**src/core/tbpwm_pkg.sv**
```systemverilog
// Package: register map, field layouts and types of the timer-based PWM block
package tbpwm_pkg;
  localparam int unsigned TBPWM_NMATCH = 7;
  localparam int unsigned TBPWM_NOUT = 6;
  localparam int unsigned TBPWM_NCAP = 2;
  localparam logic [7:0] TBPWM_A_INT_STAT = 8'h00;
  localparam logic [7:0] TBPWM_A_CTRL = 8'h04;
  localparam logic [7:0] TBPWM_A_COUNT = 8'h08;
  localparam logic [7:0] TBPWM_A_PRESC = 8'h0C;
  localparam logic [7:0] TBPWM_A_PRESC_CNT = 8'h10;
  localparam logic [7:0] TBPWM_A_MATCH_CTRL = 8'h14;
  localparam logic [7:0] TBPWM_A_MATCH0 = 8'h18;
  localparam logic [7:0] TBPWM_A_CAP_CTRL = 8'h34;
  localparam logic [7:0] TBPWM_A_CAP0 = 8'h38;
  localparam logic [7:0] TBPWM_A_EXT_MATCH = 8'h40;
  localparam logic [7:0] TBPWM_A_COUNT_CTRL = 8'h44;
  localparam logic [7:0] TBPWM_A_PWM_CTRL = 8'h48;
  localparam logic [7:0] TBPWM_A_LATCH_EN = 8'h4C;
  localparam logic [7:0] TBPWM_A_INT_MASK = 8'h50;
  localparam logic [7:0] TBPWM_A_DMA_SEL = 8'h54;
  localparam logic [7:0] TBPWM_WORD_STEP = 8'h04;
  localparam int unsigned TBPWM_INT_W = 9;
  localparam int unsigned TBPWM_CAP_INT_LSB = 7;
  localparam int unsigned TBPWM_MCTRL_W = 3;
  localparam int unsigned TBPWM_MC_INT = 0;
  localparam int unsigned TBPWM_MC_RESET = 1;
  localparam int unsigned TBPWM_MC_STOP = 2;
  localparam int unsigned TBPWM_CC_W = 3;
  localparam int unsigned TBPWM_CC_RISE = 0;
  localparam int unsigned TBPWM_CC_FALL = 1;
  localparam int unsigned TBPWM_CC_INT = 2;
  localparam int unsigned TBPWM_CTRL_EN = 0;
  localparam int unsigned TBPWM_CTRL_RST = 1;
  localparam int unsigned TBPWM_CTRL_PWM = 3;
  localparam int unsigned TBPWM_PWMC_DBL_LSB = 0;
  localparam int unsigned TBPWM_PWMC_OEN_LSB = 8;
  localparam int unsigned TBPWM_DMA_SEL_W = 3;
  localparam int unsigned TBPWM_DMA_B_LSB = 4;
  localparam logic [2:0] TBPWM_DMA_NONE = 3'h7;
  typedef enum logic [1:0] {TBPWM_EM_NONE = 2'h0, TBPWM_EM_LOW = 2'h1,
    TBPWM_EM_HIGH = 2'h2, TBPWM_EM_TOGGLE = 2'h3} tbpwm_emact_t;
  typedef enum logic [1:0] {TBPWM_CM_TIMER = 2'h0, TBPWM_CM_RISE = 2'h1,
    TBPWM_CM_FALL = 2'h2, TBPWM_CM_BOTH = 2'h3} tbpwm_cmode_t;
  typedef struct packed {
    logic [7:0] addr;
    logic [31:0] wdata;
    logic wr;
    logic rd;
  } tbpwm_bus_req_t;
endpackage

```
**src/core/tbpwm_top.sv**
```systemverilog
// Timer-based PWM generator: 32-bit timer, prescaler, seven matches, captures, six PWM outputs
//
// Decided for this implementation: the register offsets and strobed register access.
`timescale 1ns/1ns
// Overview of operation
// - A 32-bit up-counter is advanced through a programmable 32-bit prescaler.
// - The counter counts system clocks in timer mode or selected edges of a capture input in counter mode.
// - Seven match registers serve up to six single-edge or three double-edge outputs or a mix.
// - Each match may, per its control bits, keep counting, stop or reset the counter, optionally interrupting.
// - The cycle match register sets the common period by resetting the counter when the count equals it.
// - A single-edge output rises at the cycle match and falls at its own match, unless held constant low.
// - Each extra single-edge output needs one match register and each extra double-edge output two.
// - A double-edge output is set by one match and cleared by another, giving positive or negative pulses.
// - Both edges of a double-edge output may sit anywhere in the cycle with no ordering limit.
// - Period and width are any whole number of ticks and all outputs share one repetition rate.
// - In PWM mode new match values take effect only once software releases them, and then only at the cycle start.
// - With PWM mode off the block is a plain 32-bit timer/counter with its prescaler and no PWM outputs.
// - A selected capture input edge copies the counter into that channel's capture register, optionally interrupting.
// - On a match an external match pin is driven low, high, toggled or left as it is, as configured.
// - Timed DMA requests come from at most two match registers when they match.
module tbpwm_top
  import tbpwm_pkg::*;
#(
  parameter int unsigned CNT_W = 32
)(
  input wire logic I_CLK_SYS,
  input wire logic I_RST_N,
  input wire logic [7:0] I_ADDR,
  input wire logic [31:0] I_WDATA,
  input wire logic I_WR,
  input wire logic I_RD,
  output logic [31:0] O_RDATA,
  input wire logic [TBPWM_NCAP-1:0] I_CAP,
  output logic [TBPWM_NOUT-1:0] O_PWM,
  output logic [TBPWM_NMATCH-1:0] O_EXT_MATCH,
  output logic [1:0] O_DMA_REQ,
  output logic O_IRQ
);
  tbpwm_bus_req_t bus;
  assign bus = '{addr: I_ADDR, wdata: I_WDATA, wr: I_WR, rd: I_RD};

  function automatic logic hit(input logic [7:0] a, input logic [7:0] base, input int unsigned idx);
    hit = (a == 8'(base + 8'(idx * TBPWM_WORD_STEP)));
  endfunction

  logic [CNT_W-1:0] count_q, presc_q, pcnt_q;
  logic [CNT_W-1:0] shadow_q [TBPWM_NMATCH];
  logic [CNT_W-1:0] match_q [TBPWM_NMATCH];
  logic [CNT_W-1:0] cap_q [TBPWM_NCAP];
  logic [TBPWM_NMATCH*TBPWM_MCTRL_W-1:0] mctrl_q;
  logic [TBPWM_NCAP*TBPWM_CC_W-1:0] cctrl_q;
  logic [TBPWM_NMATCH*2-1:0] emctrl_q;
  logic [TBPWM_NMATCH-1:0] em_q, latch_q;
  logic [3:0] ctrl_q;
  logic [2:0] cntctrl_q;
  logic [15:0] pwmc_q;
  logic [TBPWM_INT_W-1:0] stat_q, mask_q;
  logic [7:0] dmasel_q;
  logic [TBPWM_NOUT-1:0] pwm_q;
  logic [1:0] dma_q;
  logic [TBPWM_NCAP-1:0] cap_s1_q, cap_s2_q, cap_s3_q;
  logic [31:0] rdata_q;

  // Capture pins come from outside the clock domain
  always_ff @(posedge I_CLK_SYS)
  begin
    if (!I_RST_N)
    begin
      cap_s1_q <= '0;
      cap_s2_q <= '0;
      cap_s3_q <= '0;
    end
    else
    begin
      cap_s1_q <= I_CAP;
      cap_s2_q <= cap_s1_q;
      cap_s3_q <= cap_s2_q;
    end
  end

  logic [TBPWM_NCAP-1:0] cap_rise, cap_fall;
  assign cap_rise = cap_s2_q & ~cap_s3_q;
  assign cap_fall = ~cap_s2_q & cap_s3_q;

  // Count event: every clock in timer mode, selected capture edge in counter mode
  logic cnt_src_edge, cnt_event, tick, running;
  tbpwm_cmode_t cmode;
  assign cmode = tbpwm_cmode_t'(cntctrl_q[1:0]);
  always_comb
  begin
    unique case (cmode)
      TBPWM_CM_TIMER: cnt_src_edge = 1'b1;
      TBPWM_CM_RISE: cnt_src_edge = cap_rise[cntctrl_q[2]];
      TBPWM_CM_FALL: cnt_src_edge = cap_fall[cntctrl_q[2]];
      TBPWM_CM_BOTH: cnt_src_edge = cap_rise[cntctrl_q[2]] | cap_fall[cntctrl_q[2]];
    endcase
  end
  assign running = ctrl_q[TBPWM_CTRL_EN] && !ctrl_q[TBPWM_CTRL_RST];
  assign cnt_event = running && cnt_src_edge;
  assign tick = cnt_event && (pcnt_q == presc_q);

  // Match detection happens on the tick taken while the counter holds the match value
  logic [TBPWM_NMATCH-1:0] mhit;
  logic any_reset, any_stop, pwm_mode;
  assign pwm_mode = ctrl_q[TBPWM_CTRL_PWM];
  always_comb
  begin
    any_reset = 1'b0;
    any_stop = 1'b0;
    for (int i = 0; i < TBPWM_NMATCH; i++)
    begin
      mhit[i] = tick && (count_q == match_q[i]);
      any_reset |= mhit[i] && mctrl_q[i*TBPWM_MCTRL_W+TBPWM_MC_RESET];
      any_stop |= mhit[i] && mctrl_q[i*TBPWM_MCTRL_W+TBPWM_MC_STOP];
    end
    if (pwm_mode && mhit[0])
    begin
      any_reset = 1'b1;
    end
  end

  logic cycle_start;
  assign cycle_start = pwm_mode && mhit[0];

  logic wr_ctrl;
  assign wr_ctrl = bus.wr && bus.addr == TBPWM_A_CTRL;

  always_ff @(posedge I_CLK_SYS)
  begin
    if (!I_RST_N)
    begin
      pcnt_q <= '0;
      count_q <= '0;
    end
    else if (ctrl_q[TBPWM_CTRL_RST] || (wr_ctrl && bus.wdata[TBPWM_CTRL_RST]))
    begin
      pcnt_q <= '0;
      count_q <= '0;
    end
    else if (cnt_event)
    begin
      pcnt_q <= tick ? '0 : pcnt_q + 1'b1;
      if (tick)
      begin
        count_q <= any_reset ? '0 : count_q + 1'b1;
      end
    end
  end

  // Control register; a stop match clears the enable, hardware wins over the write
  always_ff @(posedge I_CLK_SYS)
  begin
    if (!I_RST_N)
    begin
      ctrl_q <= '0;
    end
    else
    begin
      if (wr_ctrl)
      begin
        ctrl_q <= bus.wdata[3:0];
      end
      if (any_stop)
      begin
        ctrl_q[TBPWM_CTRL_EN] <= 1'b0;
      end
    end
  end

  // Shadow match values move to the active set only when released and at the cycle start
  always_ff @(posedge I_CLK_SYS)
  begin
    if (!I_RST_N)
    begin
      for (int i = 0; i < TBPWM_NMATCH; i++)
      begin
        shadow_q[i] <= '0;
        match_q[i] <= '0;
      end
      latch_q <= '0;
    end
    else
    begin
      for (int i = 0; i < TBPWM_NMATCH; i++)
      begin
        if (bus.wr && hit(bus.addr, TBPWM_A_MATCH0, i))
        begin
          shadow_q[i] <= bus.wdata[CNT_W-1:0];
          if (!pwm_mode)
          begin
            match_q[i] <= bus.wdata[CNT_W-1:0];
          end
        end
        if (pwm_mode && cycle_start && latch_q[i])
        begin
          match_q[i] <= shadow_q[i];
        end
      end
      if (pwm_mode && cycle_start)
      begin
        latch_q <= '0;
      end
      // A release that meets the cycle start must not keep bits that were just consumed
      if (bus.wr && bus.addr == TBPWM_A_LATCH_EN)
      begin
        latch_q <= ((pwm_mode && cycle_start) ? '0 : latch_q) | bus.wdata[TBPWM_NMATCH-1:0];
      end
    end
  end

  // PWM outputs: single edge rises at cycle start, falls at own match; double edge uses two matches
  always_ff @(posedge I_CLK_SYS)
  begin
    if (!I_RST_N)
    begin
      pwm_q <= '0;
    end
    else if (!pwm_mode)
    begin
      pwm_q <= '0;
    end
    else
    begin
      for (int n = 1; n <= TBPWM_NOUT; n++)
      begin
        if (!pwmc_q[TBPWM_PWMC_OEN_LSB+n-1])
        begin
          pwm_q[n-1] <= 1'b0;
        end
        else if (n > 1 && pwmc_q[TBPWM_PWMC_DBL_LSB+n-1])
        begin
          // Set by match n-1, cleared by match n; either order gives a pulse of either polarity
          if (mhit[n])
          begin
            pwm_q[n-1] <= 1'b0;
          end
          else if (mhit[n-1])
          begin
            pwm_q[n-1] <= 1'b1;
          end
        end
        else if (mhit[n])
        begin
          pwm_q[n-1] <= 1'b0;
        end
        else if (cycle_start)
        begin
          pwm_q[n-1] <= 1'b1;
        end
      end
    end
  end
  assign O_PWM = pwm_q;

  // External match pins
  always_ff @(posedge I_CLK_SYS)
  begin
    if (!I_RST_N)
    begin
      em_q <= '0;
    end
    else
    begin
      for (int i = 0; i < TBPWM_NMATCH; i++)
      begin
        if (mhit[i])
        begin
          unique case (tbpwm_emact_t'(emctrl_q[i*2 +: 2]))
            TBPWM_EM_NONE: em_q[i] <= em_q[i];
            TBPWM_EM_LOW: em_q[i] <= 1'b0;
            TBPWM_EM_HIGH: em_q[i] <= 1'b1;
            TBPWM_EM_TOGGLE: em_q[i] <= ~em_q[i];
          endcase
        end
        else if (bus.wr && bus.addr == TBPWM_A_EXT_MATCH)
        begin
          em_q[i] <= bus.wdata[i];
        end
      end
    end
  end
  assign O_EXT_MATCH = em_q;

  // DMA request pulses from two selectable matches; code 7 disables a channel
  always_ff @(posedge I_CLK_SYS)
  begin
    if (!I_RST_N)
    begin
      dma_q <= '0;
    end
    else
    begin
      for (int d = 0; d < 2; d++)
      begin
        dma_q[d] <= dmasel_q[d*TBPWM_DMA_B_LSB +: TBPWM_DMA_SEL_W] != TBPWM_DMA_NONE
          && mhit[dmasel_q[d*TBPWM_DMA_B_LSB +: TBPWM_DMA_SEL_W]];
      end
    end
  end
  assign O_DMA_REQ = dma_q;

  // Capture registers
  logic [TBPWM_NCAP-1:0] cap_ev;
  always_comb
  begin
    for (int c = 0; c < TBPWM_NCAP; c++)
    begin
      cap_ev[c] = (cctrl_q[c*TBPWM_CC_W+TBPWM_CC_RISE] && cap_rise[c])
        || (cctrl_q[c*TBPWM_CC_W+TBPWM_CC_FALL] && cap_fall[c]);
    end
  end
  always_ff @(posedge I_CLK_SYS)
  begin
    if (!I_RST_N)
    begin
      for (int c = 0; c < TBPWM_NCAP; c++)
      begin
        cap_q[c] <= '0;
      end
    end
    else
    begin
      for (int c = 0; c < TBPWM_NCAP; c++)
      begin
        if (cap_ev[c])
        begin
          cap_q[c] <= count_q;
        end
      end
    end
  end

  // Interrupt status: set beats a write-one clear in the same cycle
  logic [TBPWM_INT_W-1:0] ev;
  always_comb
  begin
    ev = '0;
    for (int i = 0; i < TBPWM_NMATCH; i++)
    begin
      ev[i] = mhit[i] && mctrl_q[i*TBPWM_MCTRL_W+TBPWM_MC_INT];
    end
    for (int c = 0; c < TBPWM_NCAP; c++)
    begin
      ev[TBPWM_CAP_INT_LSB+c] = cap_ev[c] && cctrl_q[c*TBPWM_CC_W+TBPWM_CC_INT];
    end
  end
  always_ff @(posedge I_CLK_SYS)
  begin
    if (!I_RST_N)
    begin
      stat_q <= '0;
    end
    else if (bus.wr && bus.addr == TBPWM_A_INT_STAT)
    begin
      stat_q <= (stat_q & ~bus.wdata[TBPWM_INT_W-1:0]) | ev;
    end
    else
    begin
      stat_q <= stat_q | ev;
    end
  end
  assign O_IRQ = |(stat_q & mask_q);

  // Plain configuration registers
  always_ff @(posedge I_CLK_SYS)
  begin
    if (!I_RST_N)
    begin
      presc_q <= '0;
      mctrl_q <= '0;
      cctrl_q <= '0;
      emctrl_q <= '0;
      cntctrl_q <= '0;
      pwmc_q <= '0;
      mask_q <= '0;
      dmasel_q <= {1'b0, TBPWM_DMA_NONE, 1'b0, TBPWM_DMA_NONE};
    end
    else if (bus.wr)
    begin
      unique case (bus.addr)
        TBPWM_A_PRESC: presc_q <= bus.wdata[CNT_W-1:0];
        TBPWM_A_MATCH_CTRL: mctrl_q <= bus.wdata[TBPWM_NMATCH*TBPWM_MCTRL_W-1:0];
        TBPWM_A_CAP_CTRL: cctrl_q <= bus.wdata[TBPWM_NCAP*TBPWM_CC_W-1:0];
        TBPWM_A_EXT_MATCH: emctrl_q <= bus.wdata[31:32-TBPWM_NMATCH*2];
        TBPWM_A_COUNT_CTRL: cntctrl_q <= bus.wdata[2:0];
        TBPWM_A_PWM_CTRL: pwmc_q <= bus.wdata[15:0];
        TBPWM_A_INT_MASK: mask_q <= bus.wdata[TBPWM_INT_W-1:0];
        TBPWM_A_DMA_SEL: dmasel_q <= bus.wdata[7:0];
        default: ;
      endcase
    end
  end

  // Read port; unmapped addresses read zero
  always_ff @(posedge I_CLK_SYS)
  begin
    if (!I_RST_N)
    begin
      rdata_q <= '0;
    end
    else if (bus.rd)
    begin
      rdata_q <= '0;
      unique case (bus.addr)
        TBPWM_A_INT_STAT: rdata_q <= 32'(stat_q);
        TBPWM_A_CTRL: rdata_q <= 32'(ctrl_q);
        TBPWM_A_COUNT: rdata_q <= 32'(count_q);
        TBPWM_A_PRESC: rdata_q <= 32'(presc_q);
        TBPWM_A_PRESC_CNT: rdata_q <= 32'(pcnt_q);
        TBPWM_A_MATCH_CTRL: rdata_q <= 32'(mctrl_q);
        TBPWM_A_CAP_CTRL: rdata_q <= 32'(cctrl_q);
        TBPWM_A_EXT_MATCH: rdata_q <= {emctrl_q, 11'h0, em_q};
        TBPWM_A_COUNT_CTRL: rdata_q <= 32'(cntctrl_q);
        TBPWM_A_PWM_CTRL: rdata_q <= 32'(pwmc_q);
        TBPWM_A_LATCH_EN: rdata_q <= 32'(latch_q);
        TBPWM_A_INT_MASK: rdata_q <= 32'(mask_q);
        TBPWM_A_DMA_SEL: rdata_q <= 32'(dmasel_q);
        default:
        begin
          for (int i = 0; i < TBPWM_NMATCH; i++)
          begin
            if (hit(bus.addr, TBPWM_A_MATCH0, i))
            begin
              rdata_q <= 32'(shadow_q[i]);
            end
          end
          for (int c = 0; c < TBPWM_NCAP; c++)
          begin
            if (hit(bus.addr, TBPWM_A_CAP0, c))
            begin
              rdata_q <= 32'(cap_q[c]);
            end
          end
        end
      endcase
    end
  end
  assign O_RDATA = rdata_q;

  // Cycle match restarts the count on the very next edge
  cycle_reset_a: assert property (@(posedge I_CLK_SYS) disable iff (!I_RST_N)
    cycle_start && !ctrl_q[TBPWM_CTRL_RST] && !wr_ctrl |=> count_q == '0)
    else $error("cycle match did not reset the counter");
  single_rise_a: assert property (@(posedge I_CLK_SYS) disable iff (!I_RST_N)
    cycle_start && pwmc_q[TBPWM_PWMC_OEN_LSB] && !pwmc_q[TBPWM_PWMC_DBL_LSB] && !mhit[1] |=> O_PWM[0])
    else $error("single-edge output missed its rise");
  const_low_a: assert property (@(posedge I_CLK_SYS) disable iff (!I_RST_N)
    !pwmc_q[TBPWM_PWMC_OEN_LSB] |=> !O_PWM[0])
    else $error("disabled output not low");
  plain_timer_a: assert property (@(posedge I_CLK_SYS) disable iff (!I_RST_N)
    !pwm_mode && !$past(pwm_mode) |-> O_PWM == '0)
    else $error("pwm output active in timer mode");
  prescale_wrap_a: assert property (@(posedge I_CLK_SYS) disable iff (!I_RST_N)
    tick && !any_reset && !ctrl_q[TBPWM_CTRL_RST] && !wr_ctrl |=> pcnt_q == '0 && count_q == $past(count_q) + 1'b1)
    else $error("prescaler wrap failed");
  stop_match_a: assert property (@(posedge I_CLK_SYS) disable iff (!I_RST_N)
    any_stop |=> !ctrl_q[TBPWM_CTRL_EN] ##1 $stable(count_q))
    else $error("stop match did not halt");
  capture_copy_a: assert property (@(posedge I_CLK_SYS) disable iff (!I_RST_N)
    cap_ev[0] |=> cap_q[0] == $past(count_q))
    else $error("capture missed counter value");
  release_hold_a: assert property (@(posedge I_CLK_SYS) disable iff (!I_RST_N)
    pwm_mode && !cycle_start |=> match_q[1] == $past(match_q[1]))
    else $error("match changed outside cycle start");
  irq_level_a: assert property (@(posedge I_CLK_SYS) disable iff (!I_RST_N)
    ev[0] && mask_q[0] && !(bus.wr && bus.addr == TBPWM_A_INT_MASK) |=> O_IRQ)
    else $error("interrupt not raised on match");
endmodule

```
**config.mk**
```make
export PLATFORM = sky130hd
export DESIGN_NAME = tbpwm_top
export DESIGN_NICKNAME = d
export VERILOG_FILES = /design/src/core/tbpwm_pkg.sv /design/src/core/tbpwm_top.sv
export SDC_FILE = /design/constraint.sdc
export NUM_CORES = 2
export LEC_CHECK = 0
export BUFFER_PORTS_ARGS = -buffer_cell sky130_fd_sc_hd__buf_2
export CORE_AREA = 10 10 313 315
export CTS_BUF_LIST = sky130_fd_sc_hd__clkbuf_8
export DETAILED_ROUTE_END_ITERATION = 10
export DIE_AREA = 0 0 323 325
export HOLD_SLACK_MARGIN = 0.12
export PLACE_DENSITY_LB_ADDON = 0.2
export SETUP_SLACK_MARGIN = 0.5
export SYNTH_ARGS = -nofsm -noshare
export SYNTH_HDL_FRONTEND = slang
export SYNTH_SLANG_ARGS = --single-unit
export TNS_END_PERCENT = 100
```
**constraint.sdc**
```tcl
create_clock -name I_CLK_SYS -period 6.4 [get_ports I_CLK_SYS]
set_input_delay 1.6 -clock I_CLK_SYS [delete_from_list [all_inputs] [get_ports I_CLK_SYS]]
set_output_delay 1.6 -clock I_CLK_SYS [all_outputs]
set_load 0.01 [all_outputs]
```
== After elaboration in Yosys (flattened, before gate mapping) ==
Memory sizes are Yosys's and may differ from the RTL's.
Index checks and enable logic that the tools add are counted.

* Bits in writable memories: 512
* Flip-flop bits (word level): 246
* Memories kept: 3
* Bits of input ports: 46

* Multiplexer cells: 161
* Reductions and logical operators: 115
* Eq/ne operators: 67
* Magnitude comparators: 3
* Bitwise operators: 56
* Add/subtract/negate cells: 2

{| class="wikitable"
|+ Memories
! name !! depth !! bits a word !! read ports !! clocked after Yosys merged registers in !! wr ports !! RTL line !! source
|-
| match_q || 7 || 32 || 7 || 0 || 7 || tbpwm_top.sv:48 || <nowiki>logic [CNT_W-1:0] match_q [TBPWM_NMATCH];</nowiki>
|-
| shadow_q || 7 || 32 || 7 || 0 || 7 || tbpwm_top.sv:47 || <nowiki>logic [CNT_W-1:0] shadow_q [TBPWM_NMATCH];</nowiki>
|-
| cap_q || 2 || 32 || 2 || 0 || 2 || tbpwm_top.sv:49 || <nowiki>logic [CNT_W-1:0] cap_q [TBPWM_NCAP];</nowiki>
|}

{| class="wikitable"
|+ Operators with widths
! operator !! count
|-
| $mux 32 || 34
|-
| $pmux 32 s13 || 1
|-
| $eq 32x32->1 || 8
|-
| $mux 1 || 113
|-
| $add 32x1->32 const B || 2
|-
| $eq 8x6->1 const B || 8
|-
| $logic_and 1x1->1 || 60
|-
| $eq 8x7->1 const B || 6
|-
| $reduce_and 2->1 || 21
|-
| $or 1x1->1 || 36
|-
| $eq 2x2->1 const B || 16
|-
| $eq 8x5->1 const B || 4
|-
| $pmux 1 s3 || 7
|-
| $and 9x9->9 || 2
|-
| $or 9x9->9 || 2
|-
| $eq 2x1->1 const B || 8
|-
| $eq 8x4->1 const B || 2
|-
| $logic_not 2->1 || 8
|-
| $ne 3x1->1 const B || 5
|-
| $reduce_and 3->1 || 5
|-
| $reduce_bool 3->1 || 5
|-
| $mux 7 || 2
|-
| $ne 2x2->1 const B || 7
|-
| $reduce_bool 2->1 || 7
|-
| 18 further kinds || 35
|}

== Longest topological paths before layout ==
* Word-level depth: 18
* Depth in mapped cells: 11

== Least setup slack after synthesis ==
Ideal clock, no wire load.

* Path type: input to register
* Start: in I_ADDR[4]
* End: mem match_q[5][0], enable pin
* Cell stages on the path: 8
* Data arrival time: 4021 ps
* Library setup time: 395 ps
* Slack: 1984 ps
* Cells stage by stage: clkbuf_2 -> nor4b_2 -> and2_1 -> nand2_1 -> or2_2 -> clkbuf_1 -> clkbuf_1 -> nand3b_1

{| class="wikitable"
|+ RTL lines
! what !! RTL line !! source
|-
| start, declared || tbpwm_top.sv:28 || <nowiki>input wire logic [7:0] I_ADDR,</nowiki>
|-
| end, declared || tbpwm_top.sv:48 ||
|}

==> reports/qor.txt <==
=================================================================================
Status                                                               complete, no violations
Net switching component of the power                                      2.66 mW
Number of different library cells in the post-synthesis netlist                77
Crit path launch type                                                    register
Worst r2r path cells                                                            9
Largest net degree at the start of global routing                              73
Clock-pin slew on the worst setup and hold paths                          0.07 ns
Synth-to-Final Area Change                                                  11.6%
Std-Cell Core Area                                                      91400 um2
Port buffer count                                                              93
Number of instances resized during post-cts repair                              0
# fillers                                                                    8627
CP Class                                                                  reg2reg
Number of buffers created by CTS                                              137
Launch point of the worst path                                       pcnt_q[25]$_SDFFE_PP0P_
Max-capacitance violation count                                                 0
Post-Syn Area per Cell                                                   10.9 um2
RR Endpoint                                                          match_q[0][28]$_SDFFCE_PN0P_
Quantity of hold-fixing buffers added after cts                                 0
DRC violation count after routing                                               0
Die Footprint                                                          105000 um2
Slack of the worst reg-to-reg path                                        1.97 ns
Root Buffer                                                          sky130_fd_sc_hd__clkbuf_8
TritonCTS clock tree                                                        built
Worst-case headroom to the max-slew limit                                   0.114
Area of placed instances                                                36800 um2
Register area                                                           20300 um2
Die span in y                                                              325 um
Horizontal extent of the die                                               323 um
Sequential element share of the synthesized area                            0.574
Dominant cells by area after synthesis                               sky130_fd_sc_hd__edfxtp_1 44%, sky130_fd_sc_hd__dfxtp_1 14%, sky130_fd_sc_hd__xor2_1 5.2%
Number of flops mapped to enable cells by yosys                               512
Switching Share                                                             0.253
Internal power contribution                                               7.87 mW
Post-layout net count                                                        3307
Most instantiated flip-flop cell in the synthesis netlist            sky130_fd_sc_hd__edfxtp_1
Maximum fanout count along the critical path                                   35
Buffer count from post-CTS setup fixing                                         0
Number of vias after detailed routing                                       28439
Syn Nets                                                                     3284
Final period demand of the worst path                                     4.43 ns
Synth warn                                                                      0
Starting density of the core                                                0.387
Finished Cell Area                                                      39400 um2
Min-Delay Path Class                                                      reg2reg
Total power per unit cell area                                         267 nW/um2
Iter 0 DRT Violations                                                        4389
Combinational Power Share                                                   0.044
Cell count after synthesis                                                   3236
Number of rows created at floorplan                                           111
Critical path capture point type                                         register
Sequential Power Share                                                      0.527
Area occupied by multi-input gates                                      13700 um2
Number of antenna violations at the first check in global routing               2
Via count of the first global-routing pass                                  26931
Source-to-sink clock delay at the later pin of the worst-skew pair        0.82 ns
Post-synth top area cell                                             sky130_fd_sc_hd__edfxtp_1
Iteration count of the initial detailed-routing pass                            7
Congestion Overflow GR                                                          0
Fraction of the cycle the final worst path needs                            0.693
Number of placed I/O pins                                                      94
Total routing resource utilization after global routing                     0.266
Number of levels in the clock H-tree                                            4
Share of flip-flops with an asynchronous set or reset                           0
Required time worst endpoint                                              6.83 ns
Total clock sinks                                                             758
Crit path to                                                         match_q[0][28]$_SDFFCE_PN0P_
Setup tns final                                                              0 ns
Share of layout cells above drive strength 1                                0.131
Worst Skew                                                              0.0474 ns
Number of antenna-violating nets in the routed design                           0
Final-report hold violation count                                               0
Syn Std Cell Area                                                       35300 um2
Mean number of vias per cell                                                 6.25
Slew at the pin closest to its max-slew limit                             1.33 ns
Pins Over Slew Limit                                                            0
First-pass GRT wire length                                              203000 um
GP Congestion                                                               0.958
Max Freq                                                                  226 MHz
Number of buffers on the longest clock path                                     3
Final HPWL DP                                                           104000 um
Static power due to leakage                                               13.6 nW
Average detailed-routed wire length per instance                          31.7 um
Detailed-route wire length                                              144000 um
Final-report setup violation count                                              0
Top-area cell type share of the netlist area                                0.435
Share of total power in the clock network                                   0.429
Setup repair after global routing missed its margin                            no
Peak supply drop                                                           138 uV
CP Data Arrival Time                                                      4.87 ns
Worst flop-to-flop path startpoint                                   pcnt_q[25]$_SDFFE_PP0P_
Register bit count reported by yosys                                          758
=================================================================================
[worst min path at each step]
stage,startpoint,end,depth (start not counted)
after floorplan,cap_s1_q[0]$_SDFF_PN0_,cap_s2_q[0]$_SDFF_PN0_,1
after global placement,cap_s1_q[1]$_SDFF_PN0_,cap_s2_q[1]$_SDFF_PN0_,1
after detailed placement,cap_s1_q[0]$_SDFF_PN0_,cap_s2_q[0]$_SDFF_PN0_,1
after CTS,cap_s1_q[0]$_SDFF_PN0_,cap_s2_q[0]$_SDFF_PN0_,1
after global routing,cap_s1_q[0]$_SDFF_PN0_,cap_s2_q[0]$_SDFF_PN0_,1
final,cap_s1_q[0]$_SDFF_PN0_,cap_s2_q[0]$_SDFF_PN0_,1
[state kept, by name, indices dropped and copies added, names as in the netlist, 7 cells and up]
register     cells
mask_q           9
stat_q           9
pcnt_q          32
mctrl_q         21
dmasel_q         8
cap_q           64
O_RDATA         32
count_q         32
pwmc_q          16
presc_q         32
O_EXT_MATCH      7
shadow_q       224
latch_q          7
match_q        224
emctrl_q        14
[power groups by stage]
stage                     clock network (mW)  logic [mW]  registers [mW]
after CTS                               4.54       0.455            5.54
after detailed placement                   0       0.453            5.65
after global routing                    4.77       0.480            5.56
final                                   4.52       0.460            5.55
after global placement                     0       0.449            5.64
after floorplan                            0       0.236            5.59
[cell type report]
class                           count  area share
Multi-Input combinational cell   2127       0.346
Inverter                           53     0.00508
Sequential cell                   758       0.515
Clock buffer                      151      0.0527
Antenna cell                        1   0.0000635
Clock inverter                     95      0.0142
Timing Repair Buffer              182      0.0291
Tap cell                         1186      0.0376
[layer usage]
| metal | share of wire | GRT usage |
|---|---|---|
| met1 | 0.40 | 0.362 |
| met2 | 0.44 | 0.399 |
| met3 | 0.10 | 0.0524 |
| met4 | 0.054 | 0.136 |
| met5 | 0 | 0 |
[logic make-up (layout without fill, tap and decap cells)]
logic type / Yosys count / after routing / share of synthesized area
other: 0 / 1 / 0
xor gates and xnor gates: 305 / 305 / 0.0760
and+or+nand+nor: 1044 / 1044 / 0.142
AOI/OAI and AO/OA: 732 / 732 / 0.153
muxes: 44 / 44 / 0.0136
adders and majority gates: 2 / 2 / 0.000708
DFF: 758 / 758 / 0.574
buffers and inverters: 351 / 481 / 0.0404
[layout by cell type (no fill, tap or decap), drive strengths merged, types with 9 or more instances in the layout]
master     n
nand3b    12
and2      62
a41oi     16
nand4     56
a222oi    34
o21ai     62
o2bb2ai  210
and4       9
xor2     211
o221ai    11
nand3     88
mux2i     13
inv      101
a221o     10
a22o      17
dfxtp    246
a21oi    184
edfxtp   512
xnor2     94
mux2      31
buf      182
nor2     271
clkbuf   151
nand2b    10
and3      20
o22ai     11
nor4      70
nor3      32
a221oi    23
clkinv    36
or2       14
nand2    354
a22oi     99
or3       25
[critical path: stages, from the launching register on]
cell and delay, ns:
sky130_fd_sc_hd__dfxtp_1 0.37, sky130_fd_sc_hd__xnor2_1 0.49, sky130_fd_sc_hd__nand4_1 0.23, sky130_fd_sc_hd__nor4_4 0.44, sky130_fd_sc_hd__nand3_4 0.42, sky130_fd_sc_hd__nor2_1 0.48
sky130_fd_sc_hd__buf_4 0.25, sky130_fd_sc_hd__and3_1 0.18, sky130_fd_sc_hd__buf_4 0.38, sky130_fd_sc_hd__or2_2 0.75
[metrics by stage]
stage | instances | setup slack (ns) | power [mW] | hold WS, ns | util
3_5_place_dp | 4306 | 1.64 | 6.10 | 0.421 | 0.403
3_3_place_gp | 4306 | 1.61 | 6.09 | 0.423 | 0.403
4_1_cts | 4552 | 2.04 | 10.5 | 0.444 | 0.431
6_report | 4553 | 1.97 | 10.5 | 0.439 | 0.431
5_1_grt | 4553 | 1.72 | 10.8 | 0.457 | 0.431
2_1_floorplan | 3236 | 1.98 | 5.83 | 0.412 | -
[cells in the mapped netlist, drive strengths merged (9+ instances only)]
master / instances
nand3b: 12
nand2b: 10
clkbuf: 207
and2: 62
or3: 25
buf: 91
nand2: 354
mux2: 31
nor3: 32
nand3: 88
o22ai: 11
inv: 53
a22o: 17
o221ai: 11
or2: 14
and3: 20
nor4: 70
a221oi: 23
edfxtp: 512
a22oi: 99
xor2: 211
xnor2: 94
o21ai: 62
nand4: 56
a222oi: 34
a41oi: 16
dfxtp: 246
a21oi: 184
nor2: 271
o2bb2ai: 210
mux2i: 13
a221o: 10
and4: 9
Power figures use the tool's default switching activity.
